### src/common/i2cs_pkg.sv
package i2cs_pkg;
    // Register indices on the plain register port
    localparam logic [2:0] ADR_DATA  = 3'h0;
    localparam logic [2:0] ADR_OWN   = 3'h1;
    localparam logic [2:0] ADR_CTRL0 = 3'h2;
    localparam logic [2:0] ADR_CTRL1 = 3'h3;
    localparam logic [2:0] ADR_TOC   = 3'h4;
    // Reset values
    localparam logic [7:0] RST_DATA  = 8'h00;
    localparam logic [6:0] RST_OWN   = 7'h00;
    localparam logic [7:0] RST_CTRL1 = 8'h01;
    localparam logic [7:0] RST_TOC   = 8'h00;
    // First control register fields
    localparam int CTRL0_EN   = 7;
    // Second control register fields
    localparam int CTRL1_MTCH = 6;
    localparam int CTRL1_BUSY = 5;
    localparam int CTRL1_TXS  = 4;
    localparam int CTRL1_TXAK = 3;
    localparam int CTRL1_SRW  = 2;
    localparam int CTRL1_RXAK = 0;
    // Timeout control fields
    localparam int TOC_EN   = 7;
    localparam int TOC_FLAG = 6;
    localparam int TOC_SELW = 6;
    // Timing
    localparam int MCLK_HZ     = 40000000;
    localparam int SUB_CLK_HZ  = 32000;
    localparam int SUB_DIV     = 32;
    localparam int TICK_CYC    = (MCLK_HZ / SUB_CLK_HZ) * SUB_DIV;
    localparam int BYTE_BITS   = 8;
    // Slave bus states
    typedef enum logic [3:0] {
        ST_IDLE, ST_ADDR, ST_ADDR_ACK, ST_HOLD, ST_RX, ST_RX_ACK, ST_TX, ST_TX_ACK, ST_WAIT_STOP
    } slv_state_t;
endpackage

### src/common/tmo_if.sv
`timescale 1ns/10ps
// Links the bus engine to the timeout watchdog
interface tmo_if;
    logic       arm;       // Address match after START
    logic       scl_fall;  // Synchronised SCL falling edge
    logic       halt;      // STOP seen on the bus
    logic       enable;    // Timeout enable bit
    logic [5:0] period;    // Period select field
    logic       expire;    // One-cycle overflow pulse
    modport ctrl (output arm, scl_fall, halt, enable, period, input expire);
    modport cnt  (input arm, scl_fall, halt, enable, period, output expire);
endinterface

### src/core/i2cs_sync.sv
`timescale 1ns/10ps
// Two-flop synchroniser, one chain per bit
module i2cs_sync #(
    parameter int W = 2
) (
    // Clock and reset
    input  wire logic         i_mclk,
    input  wire logic         i_sys_rst,
    // Async in, synced out
    input  wire logic [W-1:0] i_async,
    output logic      [W-1:0] o_sync
);
    logic [W-1:0] meta;  // First stage, read only by second

    // Idle bus is high, so reset both stages high
    for (genvar b = 0; b < W; b++) begin : g_bit
        always_ff @(posedge i_mclk) begin
            if (i_sys_rst) begin
                meta[b]   <= 1'b1;
                o_sync[b] <= 1'b1;
            end else begin
                meta[b]   <= i_async[b];
                o_sync[b] <= meta[b];
            end
        end
    end
endmodule

### src/core/i2cs_timeout.sv
`timescale 1ns/10ps
// Bus timeout watchdog clocked from a sub-clock tick
module i2cs_timeout
    import i2cs_pkg::*;
#(
    parameter int unsigned TICK_CYCLES = TICK_CYC
) (
    // Clock and reset
    input  wire logic i_mclk,
    input  wire logic i_sys_rst,
    // Engine link
    tmo_if.cnt        tif
);
    logic [15:0] pre;   // Sub-clock divider
    logic        tick;  // One pulse per sub/32 period
    logic        run;   // Watchdog counting
    logic [6:0]  cnt;   // Elapsed ticks since last SCL fall
    logic        over;  // Overflow this cycle

    // Tick stands in for the sub clock, so no crossing is needed
    assign tick = (pre == 16'(TICK_CYCLES - 1));
    assign over = run && tick && (cnt == {1'b0, tif.period});

    // Divider never stops, like the always-on oscillator
    always_ff @(posedge i_mclk) begin
        if (i_sys_rst || tick) begin
            pre <= 16'h0000;
        end else begin
            pre <= pre + 16'h0001;
        end
    end

    // Run control
    always_ff @(posedge i_mclk) begin
        if (i_sys_rst) begin
            run <= 1'b0;
        end else if (tif.halt || over || !tif.enable) begin
            run <= 1'b0;
        end else if (tif.arm) begin
            run <= 1'b1;
        end
    end

    // Elapsed count, cleared by every SCL falling edge
    always_ff @(posedge i_mclk) begin
        if (i_sys_rst || tif.arm || tif.scl_fall || !run) begin
            cnt <= 7'h00;
        end else if (tick) begin
            cnt <= cnt + 7'h01;
        end
    end

    // Overflow pulse
    always_ff @(posedge i_mclk) begin
        if (i_sys_rst) begin
            tif.expire <= 1'b0;
        end else begin
            tif.expire <= over;
        end
    end
endmodule

### src/core/i2cs_top.sv
// The implementer's own choices: the address map and the strobed register port.
`timescale 1ns/10ps
// I2C slave byte engine with bus timeout watchdog
module i2cs_top
    import i2cs_pkg::*;
#(
    parameter int unsigned TICK_CYCLES = TICK_CYC
) (
    // Clock and reset
    input  wire logic       i_mclk,
    input  wire logic       i_sys_rst,
    // Register port
    input  wire logic [2:0] i_addr,
    input  wire logic [7:0] i_wdata,
    input  wire logic       i_wr,
    input  wire logic       i_rd,
    output logic      [7:0] o_rdata,
    // I2C bus pins, open drain
    input  wire logic       i_scl,
    input  wire logic       i_sda,
    output logic            o_scl_out,
    output logic            o_scl_oe,
    output logic            o_sda_out,
    output logic            o_sda_oe,
    // Interrupt request
    output logic            o_irq
);
    slv_state_t state;       // Bus engine state
    logic [1:0] pins_s;      // Synchronised SCL, SDA
    logic       scl_s;       // Synced SCL
    logic       sda_s;       // Synced SDA
    logic       scl_q;       // SCL one cycle late
    logic       sda_q;       // SDA one cycle late
    logic       scl_rise;    // Sample edge
    logic       scl_fall;    // Drive edge
    logic       bus_start;   // START condition
    logic       bus_stop;    // STOP condition
    logic [7:0] sh;          // Shift register
    logic [3:0] bitcnt;      // Bits moved in this byte
    // Registers
    logic [7:0] data_buf;    // serial_data_buffer
    logic [6:0] own_addr;    // own_address_reg bits 7..1
    logic       ctrl0_en;    // Engine enable
    logic       match_flag;  // addr_match_flag
    logic       busy;        // Bus busy between START and STOP
    logic       tx_sel;      // transmit_select
    logic       sent_ack;    // sent_ack_bit, 0 acknowledges
    logic       rd_dir;      // master_read_dir_flag
    logic       rx_ack;      // received_ack_flag, 1 is no ack
    logic       toc_en;      // timeout_enable
    logic       toc_flag;    // timeout_flag
    logic [5:0] toc_sel;     // timeout_period_sel
    // Events
    logic       addr_hit;    // Own address seen
    logic       rx_done;     // Data byte received
    logic       tx_done;     // Ack slot of sent byte ends
    logic       sw_release;  // Software serviced the buffer
    logic       wr_data;     // Write to data buffer
    logic       rd_data;     // Read of data buffer
    logic       tmo;         // Watchdog overflow pulse

    tmo_if tif ();

    // Pin synchronisers
    i2cs_sync #(.W(2)) u_sync (
        .i_mclk    (i_mclk),
        .i_sys_rst (i_sys_rst),
        .i_async   ({i_scl, i_sda}),
        .o_sync    (pins_s)
    );
    assign scl_s = pins_s[1];
    assign sda_s = pins_s[0];

    // Watchdog
    i2cs_timeout #(.TICK_CYCLES(TICK_CYCLES)) u_tmo (
        .i_mclk    (i_mclk),
        .i_sys_rst (i_sys_rst),
        .tif       (tif)
    );
    assign tif.arm      = addr_hit;
    assign tif.scl_fall = scl_fall;
    assign tif.halt     = bus_stop;
    assign tif.enable   = toc_en;
    assign tif.period   = toc_sel;
    assign tmo          = tif.expire;

    // Previous pin levels for edge and condition detection
    always_ff @(posedge i_mclk) begin
        if (i_sys_rst) begin
            scl_q <= 1'b1;
            sda_q <= 1'b1;
        end else begin
            scl_q <= scl_s;
            sda_q <= sda_s;
        end
    end

    assign scl_rise  = scl_s && !scl_q;
    assign scl_fall  = !scl_s && scl_q;
    assign bus_start = scl_s && scl_q && sda_q && !sda_s;
    assign bus_stop  = scl_s && scl_q && !sda_q && sda_s;

    // Event decode
    assign wr_data    = i_wr && (i_addr == ADR_DATA);
    assign rd_data    = i_rd && (i_addr == ADR_DATA);
    assign addr_hit   = (state == ST_ADDR) && scl_fall && (bitcnt == 4'(BYTE_BITS))
                        && (sh[7:1] == own_addr);
    assign rx_done    = (state == ST_RX) && scl_fall && (bitcnt == 4'(BYTE_BITS));
    assign tx_done    = (state == ST_TX_ACK) && scl_fall;
    // Transmit waits for a write, receive for a dummy read
    assign sw_release = (state == ST_HOLD) && ((tx_sel && wr_data) || (!tx_sel && rd_data));

    // Bus engine
    always_ff @(posedge i_mclk) begin
        if (i_sys_rst || tmo || !ctrl0_en) begin
            // Timeout drops the engine back to idle and frees both lines
            state    <= ST_IDLE;
            sh       <= 8'h00;
            bitcnt   <= 4'h0;
            o_sda_oe <= 1'b0;
            o_scl_oe <= 1'b0;
        end else if (bus_stop) begin
            state    <= ST_IDLE;
            o_sda_oe <= 1'b0;
            o_scl_oe <= 1'b0;
        end else if (bus_start) begin
            // Repeated START restarts address capture
            state    <= ST_ADDR;
            bitcnt   <= 4'h0;
            o_sda_oe <= 1'b0;
            o_scl_oe <= 1'b0;
        end else begin
            case (state)
                ST_ADDR: begin
                    if (scl_rise) begin
                        sh     <= {sh[6:0], sda_s};
                        bitcnt <= bitcnt + 4'h1;
                    end else if (scl_fall && bitcnt == 4'(BYTE_BITS)) begin
                        if (addr_hit) begin
                            o_sda_oe <= 1'b1;
                            state    <= ST_ADDR_ACK;
                        end else begin
                            state <= ST_WAIT_STOP;
                        end
                    end
                end
                ST_ADDR_ACK: begin
                    if (scl_fall) begin
                        // Release ack, stretch SCL until serviced
                        o_sda_oe <= 1'b0;
                        o_scl_oe <= 1'b1;
                        state    <= ST_HOLD;
                    end
                end
                ST_HOLD: begin
                    if (sw_release) begin
                        o_scl_oe <= 1'b0;
                        bitcnt   <= 4'h0;
                        if (tx_sel) begin
                            // SCL is low, so the MSB goes out at once
                            sh       <= i_wdata;
                            o_sda_oe <= !i_wdata[7];
                            state    <= ST_TX;
                        end else begin
                            state <= ST_RX;
                        end
                    end
                end
                ST_RX: begin
                    if (scl_rise) begin
                        sh     <= {sh[6:0], sda_s};
                        bitcnt <= bitcnt + 4'h1;
                    end else if (rx_done) begin
                        o_sda_oe <= !sent_ack;
                        state    <= ST_RX_ACK;
                    end
                end
                ST_RX_ACK: begin
                    if (scl_fall) begin
                        o_sda_oe <= 1'b0;
                        o_scl_oe <= 1'b1;
                        state    <= ST_HOLD;
                    end
                end
                ST_TX: begin
                    if (scl_fall) begin
                        if (bitcnt == 4'(BYTE_BITS - 1)) begin
                            // Let the master drive its ack
                            o_sda_oe <= 1'b0;
                            state    <= ST_TX_ACK;
                        end else begin
                            o_sda_oe <= !sh[6];
                            sh       <= {sh[6:0], 1'b0};
                            bitcnt   <= bitcnt + 4'h1;
                        end
                    end
                end
                ST_TX_ACK: begin
                    if (tx_done) begin
                        if (!rx_ack) begin
                            o_scl_oe <= 1'b1;
                            state    <= ST_HOLD;
                        end else begin
                            o_sda_oe <= 1'b0;
                            state    <= ST_WAIT_STOP;
                        end
                    end
                end
                ST_IDLE, ST_WAIT_STOP: begin
                    // Lines released, waiting for START or STOP
                    o_sda_oe <= 1'b0;
                    o_scl_oe <= 1'b0;
                end
                default: begin
                    state <= ST_IDLE;
                end
            endcase
        end
    end

    // Open drain pins only ever pull low
    always_ff @(posedge i_mclk) begin
        o_scl_out <= 1'b0;
        o_sda_out <= 1'b0;
    end

    // Data buffer: bus receive wins over a same-cycle software write
    always_ff @(posedge i_mclk) begin
        if (i_sys_rst) begin
            data_buf <= RST_DATA;
        end else if (rx_done) begin
            // Shift register already holds the whole byte, MSB in bit 7
            data_buf <= sh;
        end else if (wr_data) begin
            data_buf <= i_wdata;
        end
    end

    // Own address and first control register, untouched by timeout
    always_ff @(posedge i_mclk) begin
        if (i_sys_rst) begin
            own_addr <= RST_OWN;
            ctrl0_en <= 1'b0;
        end else if (i_wr && i_addr == ADR_OWN) begin
            own_addr <= i_wdata[7:1];
        end else if (i_wr && i_addr == ADR_CTRL0) begin
            ctrl0_en <= i_wdata[CTRL0_EN];
        end
    end

    // Second control register; hardware events beat software writes
    always_ff @(posedge i_mclk) begin
        if (i_sys_rst || tmo) begin
            match_flag <= RST_CTRL1[CTRL1_MTCH];
            busy       <= RST_CTRL1[CTRL1_BUSY];
            tx_sel     <= RST_CTRL1[CTRL1_TXS];
            sent_ack   <= RST_CTRL1[CTRL1_TXAK];
            rd_dir     <= RST_CTRL1[CTRL1_SRW];
            rx_ack     <= RST_CTRL1[CTRL1_RXAK];
        end else begin
            if (i_wr && i_addr == ADR_CTRL1) begin
                tx_sel   <= i_wdata[CTRL1_TXS];
                sent_ack <= i_wdata[CTRL1_TXAK];
            end
            if (bus_start) begin
                busy <= 1'b1;
            end else if (bus_stop) begin
                busy <= 1'b0;
            end
            if (addr_hit) begin
                match_flag <= 1'b1;
                rd_dir     <= sh[0];
                tx_sel     <= sh[0];
            end else if (sw_release) begin
                match_flag <= 1'b0;
            end
            if (state == ST_TX_ACK && scl_rise) begin
                rx_ack <= sda_s;
            end
        end
    end

    // Timeout control; the overflow set beats a software clear
    always_ff @(posedge i_mclk) begin
        if (i_sys_rst) begin
            toc_en   <= RST_TOC[TOC_EN];
            toc_flag <= RST_TOC[TOC_FLAG];
            toc_sel  <= RST_TOC[TOC_SELW-1:0];
        end else if (tmo) begin
            toc_en   <= 1'b0;
            toc_flag <= 1'b1;
        end else if (i_wr && i_addr == ADR_TOC) begin
            toc_en   <= i_wdata[TOC_EN];
            toc_flag <= toc_flag & i_wdata[TOC_FLAG];
            toc_sel  <= i_wdata[TOC_SELW-1:0];
        end
    end

    // Read data, valid the cycle after the strobe only
    always_ff @(posedge i_mclk) begin
        if (i_sys_rst || !i_rd) begin
            o_rdata <= 8'h00;
        end else begin
            case (i_addr)
                ADR_DATA:  o_rdata <= data_buf;
                ADR_OWN:   o_rdata <= {own_addr, 1'b0};
                ADR_CTRL0: o_rdata <= {ctrl0_en, 7'h00};
                ADR_CTRL1: o_rdata <= {1'b0, match_flag, busy, tx_sel, sent_ack, rd_dir, 1'b0, rx_ack};
                ADR_TOC:   o_rdata <= {toc_en, toc_flag, toc_sel};
                default:   o_rdata <= 8'h00;
            endcase
        end
    end

    // One interrupt line shared by match, byte done and timeout
    always_ff @(posedge i_mclk) begin
        if (i_sys_rst) begin
            o_irq <= 1'b0;
        end else begin
            o_irq <= addr_hit || rx_done || tx_done || tmo;
        end
    end
endmodule

### config.mk
export PLATFORM = sky130hd
export DESIGN_NAME = i2cs_top
export DESIGN_NICKNAME = d
export VERILOG_FILES = /design/src/common/i2cs_pkg.sv /design/src/common/tmo_if.sv /design/src/core/i2cs_sync.sv /design/src/core/i2cs_timeout.sv /design/src/core/i2cs_top.sv
export SDC_FILE = /design/constraint.sdc
export NUM_CORES = 1
export LEC_CHECK = 0
export BUFFER_PORTS_ARGS = -buffer_cell sky130_fd_sc_hd__buf_2
export CORE_MARGIN = 4
export CORE_UTILIZATION = 63
export CTS_BUF_LIST = sky130_fd_sc_hd__clkbuf_4
export CTS_CLUSTER_DIAMETER = 120
export CTS_CLUSTER_SIZE = 12
export DETAILED_ROUTE_END_ITERATION = 10
export PLACE_DENSITY = 0.83
export SLEW_MARGIN = 10
export SYNTH_ARGS = -nofsm -noshare
export SYNTH_HDL_FRONTEND = slang
export SYNTH_SLANG_ARGS = --single-unit
export TNS_END_PERCENT = 1
### constraint.sdc
create_clock -name i_mclk -period 2.2 [get_ports i_mclk]
set_input_delay 0.44 -clock i_mclk [delete_from_list [all_inputs] [get_ports i_mclk]]
set_output_delay 0.44 -clock i_mclk [all_outputs]
set_load 0.01 [all_outputs]
### Word-level counts from Yosys, hierarchy flattened

Index checks and enable logic that the tools add are counted.

* flip-flop bits (word level): 88
* output and inout port bits: 13
* logic and storage cells: 214

* bitwise operators: 6
* $add $sub $neg: 3
* reductions and logical operators: 77
* eq/ne operators: 44
* mux-type cells: 54

Operator list (count)
* 4-bit two-way mux: 16
* 8-bit two-way mux: 7
* 8-bit one-hot mux with 5 select lines: 1
* 4-bit one-hot mux with 7 select lines: 1
* 1-bit logical AND: 26
* 2-bit != test, second input constant: 13
* 1-bit two-way mux: 24
* 3-bit != test, second input constant: 8
* 8-bit one-hot mux with 3 select lines: 1
* 4-bit by 3-bit equality test with 1-bit output, second input constant: 5
* 10-bit AND reduction: 2
* 16-bit by 1-bit adder with 16-bit output, second input constant: 1
* 16-bit equality test, second input constant: 1
* 1-bit logical OR: 13
* 1-bit logical NOT: 12
* 4-bit one-hot mux with 3 select lines: 1
* 12-bit AND reduction: 1
* 2-bit OR reduction: 6
* 2-bit nonzero test: 5
* 4-bit by 2-bit equality test with 1-bit output, second input constant: 2
* 4-bit equality test, second input constant: 2
* 8-bit AND reduction: 1
* 4-bit nonzero test: 2
* 7-bit by 1-bit adder with 7-bit output, second input constant: 1
* other kinds (23): 32

### Depth between registers and ports, before layout

Gate-level depths: netlist (run 1).

* depth in word-level cells: 10
* mapped depth: 9
* depth with buffers taken out: 8

### By module

A second synthesis (run 1) with hierarchy kept.

* cells, all modules: 507
* area total of the unflattened synthesis: 4410.5 um2

Modules (own cells, without submodules)
* i2cs_top: seq. area each 1181.1 um2, times used 1, area each 3085.5 um2, cells each 365
* i2cs_timeout: seq. area each 500.5 um2, times used 1, area each 1219.9 um2, cells each 134
* i2cs_sync: seq. area each 80.1 um2, times used 1, area each 105.1 um2, cells each 8

### Worst setup path before layout (run 1)

No wires, ideal clock.

* path kind: register -> register
* start point: register u_tmo.pre[0]
* end point: register u_tmo.pre[10]
* clock period less this slack: 1.895 ns
* arrival time: 1.781 ns
* library setup time: 0.115 ns
* stages on the path, launching flop included: 9
* slack: 0.305 ns
* cells stage by stage: dfxtp_1 > ha_1 > and3_1 > nand3_1 > nor4_4 > or2_1 > buf_6 > buf_8 > nor2_1

* longest elaborated chain between the ends: 2
* elaborated cells on any way between the ends: 3
* those cells by class: add/sub (1); eq/ne (1); reduce/logical (1)

Ends and longest elaborated chain
* from (decl): RTL line i2cs_timeout.sv:14 `logic [15:0] pre;`
* from (signal assigned): RTL line i2cs_timeout.sv:29 `pre <= pre + 16'h0001;`
* branches (longest 2 deep; another with 16-bit by 1-bit adder with 16-bit output)

Several ways; the timed one is not identified.
A chain may end at the register's enable or synchronous reset.

### Worst setup path after layout (run 1)

* start point: register u_tmo.pre[0]
* end point: register u_tmo.pre[6]

Same word-level chain as after synthesis.

==> summary.txt, run 1 <==
Clock tree
  • H-tree depth: 3
  • Root Driver: clkbuf_4
  • CTS tree: built
  • Clk buf depth: 2
  • Num CTS Buffers: 9
  • Clk sink count: 88
  • Post-CTS Setup Inserts: 0
  • CTS clk-pin slew, worst paths: 0.15 ns
  • Worst-Skew Late Latency: approximately 0.45 ns

Floorplanning
  • Die Ht: 92.3 um
  • DIE AREA: 8520 um^2
  • I/O pins: 30
  • CORE AREA: 6870 um^2
  • FP Rows: 30
  • Initial Util: 65.2%
  • Die Width: 92.3 um

Global route
  • Largest net degree at the start of global routing: 38
  • Vias in the first global route: 3468
  • Global Route Usage Sum: 25.0%
  • Total grt overflow: 0
  • First-pass GRT wire length: roughly 17 mm
  • Antenna violations before repair: 0

Worst setup path
  • CP max-delay cell: nor4_4
  • Delay of the slowest critical-path stage: 0.51 ns
  • CP Capture Point: u_tmo.pre[6]
  • R2r endpoint: u_tmo.pre[6]
  • CP cell instances: ha_1 > and3_1 > nand3_1 > nor4_4 > or2_1 > buf_4 > nor2_1
  • R2r setup slk: around 0.15 ns
  • Reg2Reg Depth: 7
  • Crit path max fanout: 7
  • CP Data Required Time: between 2 and 3 ns
  • Setup crit start: u_tmo.pre[0]
  • WP buf/inv: 1
  • CP Depth: 7
  • Crit end category: flop
  • CP startpoint kind: flop
  • Worst R2R Start: u_tmo.pre[0]
  • Setup CP Type: reg -> reg
  • CP arrival: 2.41 ns
  • Worst path top cell family by delay: simple AND/OR/NAND/NOR gates

Job
  • Max_cap viols: 0

STA
  • Fin. max-slew vios: 0
  • Clock skew: 0.0178 ns
  • Total negative slack: 0 ns
  • Worst slew pin tran: roughly 0.56 ns
  • Final min period: 2.05 ns
  • Period utilization: 93.4%
  • Finish-stage setup viols: 0
  • Slew margin rel.: approximately 62%
  • Achievable Freq: 0.487 GHz
  • Fin. Hold Viols: 0
  • RSZ-0062 raised after global routing: no

Layout
  • Filler cell count: between 500 and 600
  • Layout cell share with drive strength beyond 1: around 18%
  • Fin nets: 553
  • Commonest cells after routing, fill and taps aside: nor2_1 (90), dfxtp_1 (87), mux2i_1 (38)
  • Layout area overhead: 9.13%
  • Most common cell after layout, fill and taps aside: nor2_1
  • Antenna Cells: 0

Pwr
  • Internal: about 2.1 mW
  • Reg power frac: 58.6%
  • Clock share of power: 35.2%
  • Logic pwr share: 6.2%
  • Worst VDD drop: slightly above 0.0004 V
  • P_sw: just over 0.7 mW
  • Tot Pwr: 2.78 mW
  • Leak Pwr: 1.89 nW
  • Sw Share: 26.0%
  • Cell area power density: 569 nW/um^2

Routing
  • Drt wl/cell: 16.1 um
  • Vias per inst: 5.86
  • Total wire length: 10.2 mm
  • Final ANT Viol Nets: 0
  • Initial drt markers: 285
  • Vias: 3708
  • DRC violations left: 0
  • Drt pass-1 iters: 6

Synth
  • Post-synthesis sequential area ratio: 39.3%
  • Largest family of logic cells by synthesized area: simple AND/OR/NAND/NOR gates
  • Mux share of post-synthesis cell area: 8.82%
  • Area contributors post-synth: dfxtp_1 (39%), mux2i_1 (8.5%), nor2_1 (7.5%)
  • Post-synth EDFFs: 0
  • Synth Area in Simple Gates: between 20% and 30%
  • Distinct cell type count after synthesis: 69
  • Complex-gate fraction of the synthesized area: 13.4%
  • Top cell type's share of synthesized area: ~40%
  • Gate Count Post-Synth: 500
  • Post-synthesis xor/xnor area fraction: 6.84%
  • Async S/R FF share, synth: 0%
  • Synth Area in Adders: under 10%
  • Post-Syn Area: approximately 4500 um^2
  • Yosys reg bits: around 90
  • Synth warn: 0
  • Mean Syn Cell Area: around 9 um^2
  • Cell taking the most area after synthesis: dfxtp_1
  • Top_reg_cell synth: dfxtp_1

Place
  • DP Wirelength: 7.48 mm
  • IO Port Bufs: 27
  • RD Place Congestion: roughly 0.93

Status
  • Status: finished, final reports clean

Worst hold path
  • Hold crit path type: in -> reg
layer usage:
layer | part of all wire (%) | global-route usage, %
met1 | 48 | 35.8
met4 | 2.1 | 9.90
met3 | 6.8 | 4.47
met5 | 0 | 0
met2 | 43 | 37.3
power groups by stage:
stage	clock [mW]	combinational, mW	sequential (mW)
2_1_floorplan	0	0.115	1.66
3_3_place_gp	0	0.167	1.67
3_5_place_dp	0	0.170	1.67
4_1_cts	0.979	0.171	1.63
5_1_grt	1.05	0.189	1.64
6_report	0.979	0.173	1.63
worst min path at each step:
stage	start	endpoint	slack (ns)	depth (start not counted)
floorplan	u_sync.meta[0]	u_sync.o_sync[0]	0.39	1
CTS	i_sda	u_sync.meta[0]	0.16	2
finish	i_sda	u_sync.meta[0]	0.17	2
global route	i_sda	u_sync.meta[0]	0.15	2
global placement	u_sync.meta[1]	u_sync.o_sync[1]	0.39	1
detailed placement	u_sync.meta[1]	u_sync.o_sync[1]	0.40	1
worst register-to-register path: stages (launching register included):
cell and delay, ns:
dfxtp_1 0.40, ha_1 0.20, and3_1 0.20, nand3_1 0.24
nor4_4 0.51, or2_1 0.20, buf_4 0.15, nor2_1 0.06
cells in the mapped netlist, drive strengths merged (3+ instances only):
cell type  number
nor2           90
dfxtp          88
mux2i          38
nand2          28
a21oi          27
xor2           25
a211oi         19
nor3           17
clkbuf         15
buf            14
nand3          14
o21ai          12
or2            11
inv            10
xnor2          10
a31oi           8
nand4           7
nand2b          5
nand4b          5
nor3b           5
nor4            5
and2            4
and3            4
ha              4
or3             4
a32oi           3
o31ai           3
state kept, by name, summed over array words and instances (netlist names), 2 cells and up:
signal / cells
u_tmo.pre: 16
data_buf: 8
o_rdata: 8
sh: 8
own_addr: 7
u_tmo.cnt: 7
tif.period: 6
bitcnt: 4
state: 4
u_sync.meta: 2
u_sync.o_sync: 2
through the flow:
stage	std cells	utilization (%)	area [um^2]	setup WS (ns)	hold slack [ns]
final	633	71.2	4890	0.146	0.172
after global routing	633	71.2	4890	0.0472	0.155
after CTS	633	71.1	4880	0.117	0.159
after detailed placement	617	68.9	4730	0.140	0.399
after global placement	617	68.9	4730	0.211	0.391
after floorplan	501	-	4480	0.305	0.389
logic make-up (layout without fill, tap and decap cells):
| kind of cell | after synthesis | after routing |
|---|---|---|
| AND/OR/NAND/NOR | 209 | 209 |
| XOR/XNOR | 35 | 35 |
| multiplexers | 39 | 39 |
| AO/OA/AOI/OAI | 85 | 85 |
| adder cells (fa/ha/maj) | 4 | 4 |
| other | 1 | 2 |
| flip-flops | 88 | 88 |
| buffers and inverters | 39 | 75 |
cell type report:
| type | count | area [um^2] | share of cell area, % |
|---|---|---|---|
| multi-input combinational | 374 | 2520 | 51.5 |
| sequential | 88 | 1760 | 36.1 |
| timing repair buffer | 49 | 300 | 6.14 |
| tap | 96 | 120 | 2.46 |
| clock buffer | 10 | 75.1 | 1.54 |
| clock inverter | 6 | 75.1 | 1.54 |
| inverter | 10 | 37.5 | 0.768 |
timing repair:
| item | CTS | global route |
|---|---|---|
| hold endpoints to repair | 0 | 0 |
| hold buffers | 0 | 0 |
| setup endpoints to repair | 0 | 8 |
| gates resized for setup | 0 | 2 |
Note: power is estimated with default switching activity, not from simulation.
==> inputs of run 2 (changes only) <==
CTS_BUF_LIST = sky130_fd_sc_hd__clkbuf_8   (was sky130_fd_sc_hd__clkbuf_4)
SLEW_MARGIN = 20   (was 10)
==> run 2 against run 1 <==
Effect of this change: total power grew 6.2%; routed wire length grew 1.6%; highest routed layer unchanged; cell count is the same; core utilization grew 0.76 points; first-iteration DRC count grew 13%; clock skew shrank 0.0066 ns.
==> summary.txt, run 2 (synthesis gave the netlist of run 1 again) <==
Worst setup path
  • CP cell instances: ha_1 > and3_1 > nand3_1 > nor4_4 > or2_1 > buf_4 > nor2_1
  • Reg2Reg Depth: 7
  • CP Data Required Time: 2.46 ns
  • Crit end category: flop
  • Worst R2R Start: u_tmo.pre[0]
  • Setup CP Type: reg -> reg
  • R2r setup slk: ~0.17 ns
  • CP startpoint kind: flop
  • Delay of the slowest critical-path stage: a little over 0.5 ns
  • R2r endpoint: u_tmo.pre[11]
  • CP max-delay cell: nor4_4
  • Crit path max fanout: 8
  • CP arrival: 2.29 ns

STA
  • Clock skew: 0.0112 ns
  • RSZ-0062 raised after global routing: no
  • Fin. Hold Viols: 0
  • Post-route setup slack: about 0.17 ns
  • Period utilization: 92.3%
  • Slew margin rel.: 61.5%
  • Final hold slack: 0.267 ns
  • Total negative slack: 0 ns
  • Worst slew pin tran: between 0.5 and 0.6 ns
  • Final min period: 2.03 ns
  • Finish-stage setup viols: 0
  • Achievable Freq: 0.492 GHz
  • Fin. max-slew vios: 0

Routing
  • Vias per inst: 5.95
  • Total wire length: 10.4 mm
  • Initial drt markers: 321
  • Drt pass-1 iters: 5
  • Drt wl/cell: 16.4 um
  • Vias: 3765
  • DRC violations left: 0
  • Final ANT Viol Nets: 0

Pwr
  • Leak Pwr: 1.92 nW
  • Cell area power density: 598 nW/um^2
  • Tot Pwr: 2.96 mW
  • Worst VDD drop: 0.000475 V

Clock tree
  • Post-CTS Hold Buffers: 0
  • CTS tree: built
  • Root Driver: clkbuf_8
  • CTS clk-pin slew, worst paths: 0.10 ns
  • H-tree depth: 3
  • Clk buf depth: 2
  • Num CTS Buffers: 9
  • Clk sink count: 88
  • Worst-Skew Late Latency: 0.36 ns

Global route
  • Vias in the first global route: 3488
  • First-pass GRT wire length: 17.0 mm
  • Antenna violations before repair: 0
  • Global Route Usage Sum: approximately a quarter
  • Largest net degree at the start of global routing: 38
  • Total grt overflow: 0

Layout
  • Top reg by flops: u_tmo.pre
  • Most common cell after layout, fill and taps aside: nor2_1
  • Antenna Cells: 0
  • Commonest cells after routing, fill and taps aside: nor2_1 (90), dfxtp_1 (87), mux2i_1 (38)
  • Fin nets: between 500 and 600
  • Layout cell share with drive strength beyond 1: around 18%
  • Layout area overhead: 10.3%
  • Filler cell count: 549
  • Max reg flops: 16

Job
  • Max_cap viols: 0

Floorplanning
  • FP Rows: 30
  • CORE AREA: 6870 um^2
  • Initial Util: around two thirds
  • Die Ht: 92.3 um
  • DIE AREA: 8520 um^2
  • I/O pins: 30
  • Die Width: between 90 and 100 um

Status
  • Status: finished, final reports clean

Place
  • IO Port Bufs: 27
  • Pre-CTS setup slack: ~0.14 ns
  • DP Wirelength: 7.48 mm
  • RD Place Congestion: 0.928

Worst hold path
  • Hold path depth: 2
  • Hold crit path type: in -> reg
  • Hold Path Sink: u_sync.meta[0]
  • Min-delay src: i_sda
## run 2: worst max-delay path by stage
stage | startpoint | end | slack, ns | cells past startpoint
after floorplan | u_tmo.pre[0] | u_tmo.pre[10] | 0.30 | 8
after global placement | state[2] | state[2] | 0.21 | 6
after detailed placement | u_tmo.pre[0] | u_tmo.cnt[6] | 0.14 | 7
after CTS | u_tmo.pre[0] | u_tmo.cnt[6] | 0.13 | 7
after global routing | bitcnt[0] | sh[5] | 0.05 | 8
final | u_tmo.pre[0] | u_tmo.pre[11] | 0.17 | 7
## run 2: area by class of cell
type                            count  area (um^2)  area share [%]
Timing Repair Buffer               49          300            6.08
Multi-Input combinational cell    374         2520            51.0
Tap cell                           96          120            2.43
Inverter                           10         37.5           0.759
Clock buffer                        9          124            2.51
Clock inverter                      7         78.8            1.59
Sequential cell                    88         1760            35.7
## run 2: repair_timing
action                     4_1_cts  5_1_grt
buffers inserted                 0        0
gates resized for setup          0        2
setup endpoints to repair        0        4
## run 2: metrics by stage
step / instances / area [um^2] / util [%]
6_report: 633 / 4940 / 71.9
5_1_grt: 633 / 4940 / 71.9
4_1_cts: 633 / 4940 / 71.9
3_5_place_dp: 617 / 4730 / 68.9
3_3_place_gp: 617 / 4730 / 68.9
2_1_floorplan: 501 / 4480 / -
## run 2: worst max-delay path: cells and delay by family, from the launching register on
kind / cells / cell delay (ns)
and+or+nand+nor: 5 / 1.20
adders and majority gates: 1 / 0.20
buffers and inverters: 1 / 0.15
DFF: 1 / 0.38
## run 2: per-layer routing
metal / up-vias / part of all wire, % / global-route usage [%]
met2: 151 / 44 / 38.4
met5: - / 0 / 0
met4: 0 / 1.7 / 9.28
met3: 18 / 7.0 / 4.14
met1: 1773 / 47 / 35.5
li1: 1823 / - / -
## run 2: power breakdown
| part | leakage [nW] | switching (mW) | total, mW | internal [mW] |
|---|---|---|---|---|
| logic | 1.10 | 0.106 | 0.173 | 0.0671 |
| clock network | 0.104 | 0.615 | 1.15 | 0.539 |
| registers | 0.712 | 0.0182 | 1.63 | 1.61 |
==> inputs of run 3 (changes only) <==
BUFFER_PORTS_ARGS = -buffer_cell sky130_fd_sc_hd__clkbuf_2   (was -buffer_cell sky130_fd_sc_hd__buf_2)
==> run 3 against run 2 <==
Effect of this change: first-iteration DRC count increased by 1.9%; cell count decreased by 0.32%; via count is 1.0% higher; non-clock buffer count shrank 1; clock skew about the same; sequential power about the same; critical endpoint is now sh[3]; largest cell class unchanged; highest routed layer unchanged.
==> summary.txt, run 3 (synthesis gave the netlist of run 1 again) <==
Global route
  • Total grt overflow: 0
  • Largest net degree at the start of global routing: 38
  • Global Route Usage Sum: 25.8%
  • First-pass GRT wire length: 17.5 mm
  • Vias in the first global route: 3576
  • Antenna violations before repair: 0

Floorplanning
  • Die Ht: 92.3 um
  • Die Width: 92.3 um
  • DIE AREA: 8520 um^2
  • I/O pins: 30
  • FP Rows: 30
  • Initial Util: 65.2%
  • CORE AREA: 6870 um^2

Worst setup path
  • Crit path max fanout: 16
  • CP startpoint kind: flop
  • CP arrival: 2.31 ns
  • Crit end category: flop
  • Worst R2R Start: state[3]
  • R2r setup slk: ~0.16 ns
  • CP Data Required Time: 2.47 ns
  • Setup CP Type: reg -> reg
  • Setup crit start: state[3]

Pwr
  • Worst VDD drop: 0.000469 V
  • Internal: 2.32 mW
  • Clock share of power: 40.4%
  • Logic pwr share: 5.8%
  • Reg power frac: 53.8%
  • Sw Share: 23.5%
  • P_sw: 0.713 mW
  • Leak Pwr: 1.90 nW
  • Tot Pwr: 3.03 mW
  • Cell area power density: 612 nW/um^2

Worst hold path
  • Hold crit path type: in -> reg
  • Min-delay src: i_sda

Layout
  • Top reg by flops: u_tmo.pre
  • Max reg flops: 16
  • Design Area, Final: about 5000 um^2
  • Antenna Cells: 0
  • Layout area overhead: 10.5%
  • Layout Utilization: approximately 72%
  • Commonest cells after routing, fill and taps aside: nor2_1 (90), dfxtp_1 (86), mux2i_1 (38)
  • Layout cell share with drive strength beyond 1: a little under a fifth
  • Fin nets: ~550
  • Fin cells: ~630
  • Most common cell after layout, fill and taps aside: nor2_1

Place
  • Pre-CTS setup slack: between 0.07 and 0.08 ns
  • Cell Area, Placed: ~4700 um^2
  • RD Place Congestion: 0.915
  • IO Port Bufs: 27
  • Cells after DPL: 615
  • DP Wirelength: 7.41 mm

Routing
  • Drt wl/cell: 16.6 um
  • Drt pass-1 iters: 5
  • Total wire length: 10.5 mm
  • Vias: 3804
  • DRC violations left: 0
  • Vias per inst: approximately 6
  • Final ANT Viol Nets: 0
  • Initial drt markers: 327

STA
  • Total negative slack: 0 ns
  • Final hold slack: about 0.26 ns
  • Fin. Hold Viols: 0
  • RSZ-0062 raised after global routing: no
  • Final min period: 2.04 ns
  • Post-route setup slack: 0.157 ns
  • Achievable Freq: a little under 0.5 GHz
  • Worst slew pin tran: roughly 0.8 ns
  • Fin. max-slew vios: 0
  • Period utilization: between 90 and 100%
  • Slew margin rel.: 47.5%
  • Clock skew: 0.0108 ns
  • Finish-stage setup viols: 0

Job
  • Max_cap viols: 0

Clock tree
  • Worst-Skew Late Latency: 0.36 ns
  • Post-CTS Hold Buffers: 0
  • Clk sink count: 88
  • CTS clk-pin slew, worst paths: 0.09 ns
  • H-tree depth: 3
  • CTS tree: built
  • Root Driver: clkbuf_8
  • Num CTS Buffers: 9
  • Clk buf depth: 2

Status
  • Status: finished, final reports clean
-- run 3: final timing paths --
check / to / depth (start not counted)
hold reg to reg: u_sync.o_sync[0] / 1
hold / removal: u_sync.meta[0] / 2
setup reg to reg: sh[3] / 7
setup / recovery: sh[3] / 7
-- run 3: final cells by class --
class,count,area [um^2]
Clock buffer,9,124
Clock inverter,6,92.6
Fill cell,515,1920
Inverter,10,37.5
Multi-Input combinational cell,374,2520
Sequential cell,88,1760
Tap cell,96,120
Timing Repair Buffer,48,293
-- run 3: critical path: stages, from the launching register on --
cell and delay [ns]:
dfxtp_1 0.66, nand4bb_1 0.28, a21oi_4 0.08, nand4b_4 0.22, nor3_4 0.17, buf_4 0.23
nor2_1 0.08, a211oi_1 0.23
-- run 3: power groups by stage --
stage	clock network (mW)	logic, mW	registers (mW)
2_1_floorplan	0	0.115	1.66
3_3_place_gp	0	0.166	1.67
3_5_place_dp	0	0.171	1.67
4_1_cts	1.24	0.173	1.63
5_1_grt	1.30	0.191	1.63
6_report	1.22	0.175	1.63
-- run 3: repair_timing --
item | in CTS | in global routing
endpoints found under the setup margin | 0 | 24
resized for setup | 0 | 3
setup buffers | 0 | 1
-- run 3: metal layers --
metal  global-route usage (%)  routed length, um  vias up  part of all wire (%)
met5                        0                  0        -                     0
met4                     11.9                288        0                   2.8
met3                     4.06                764       22                   7.3
met2                     38.4               4610      178                    44
met1                     36.6               4810     1791                    46
li1                         -                  -     1813                     -
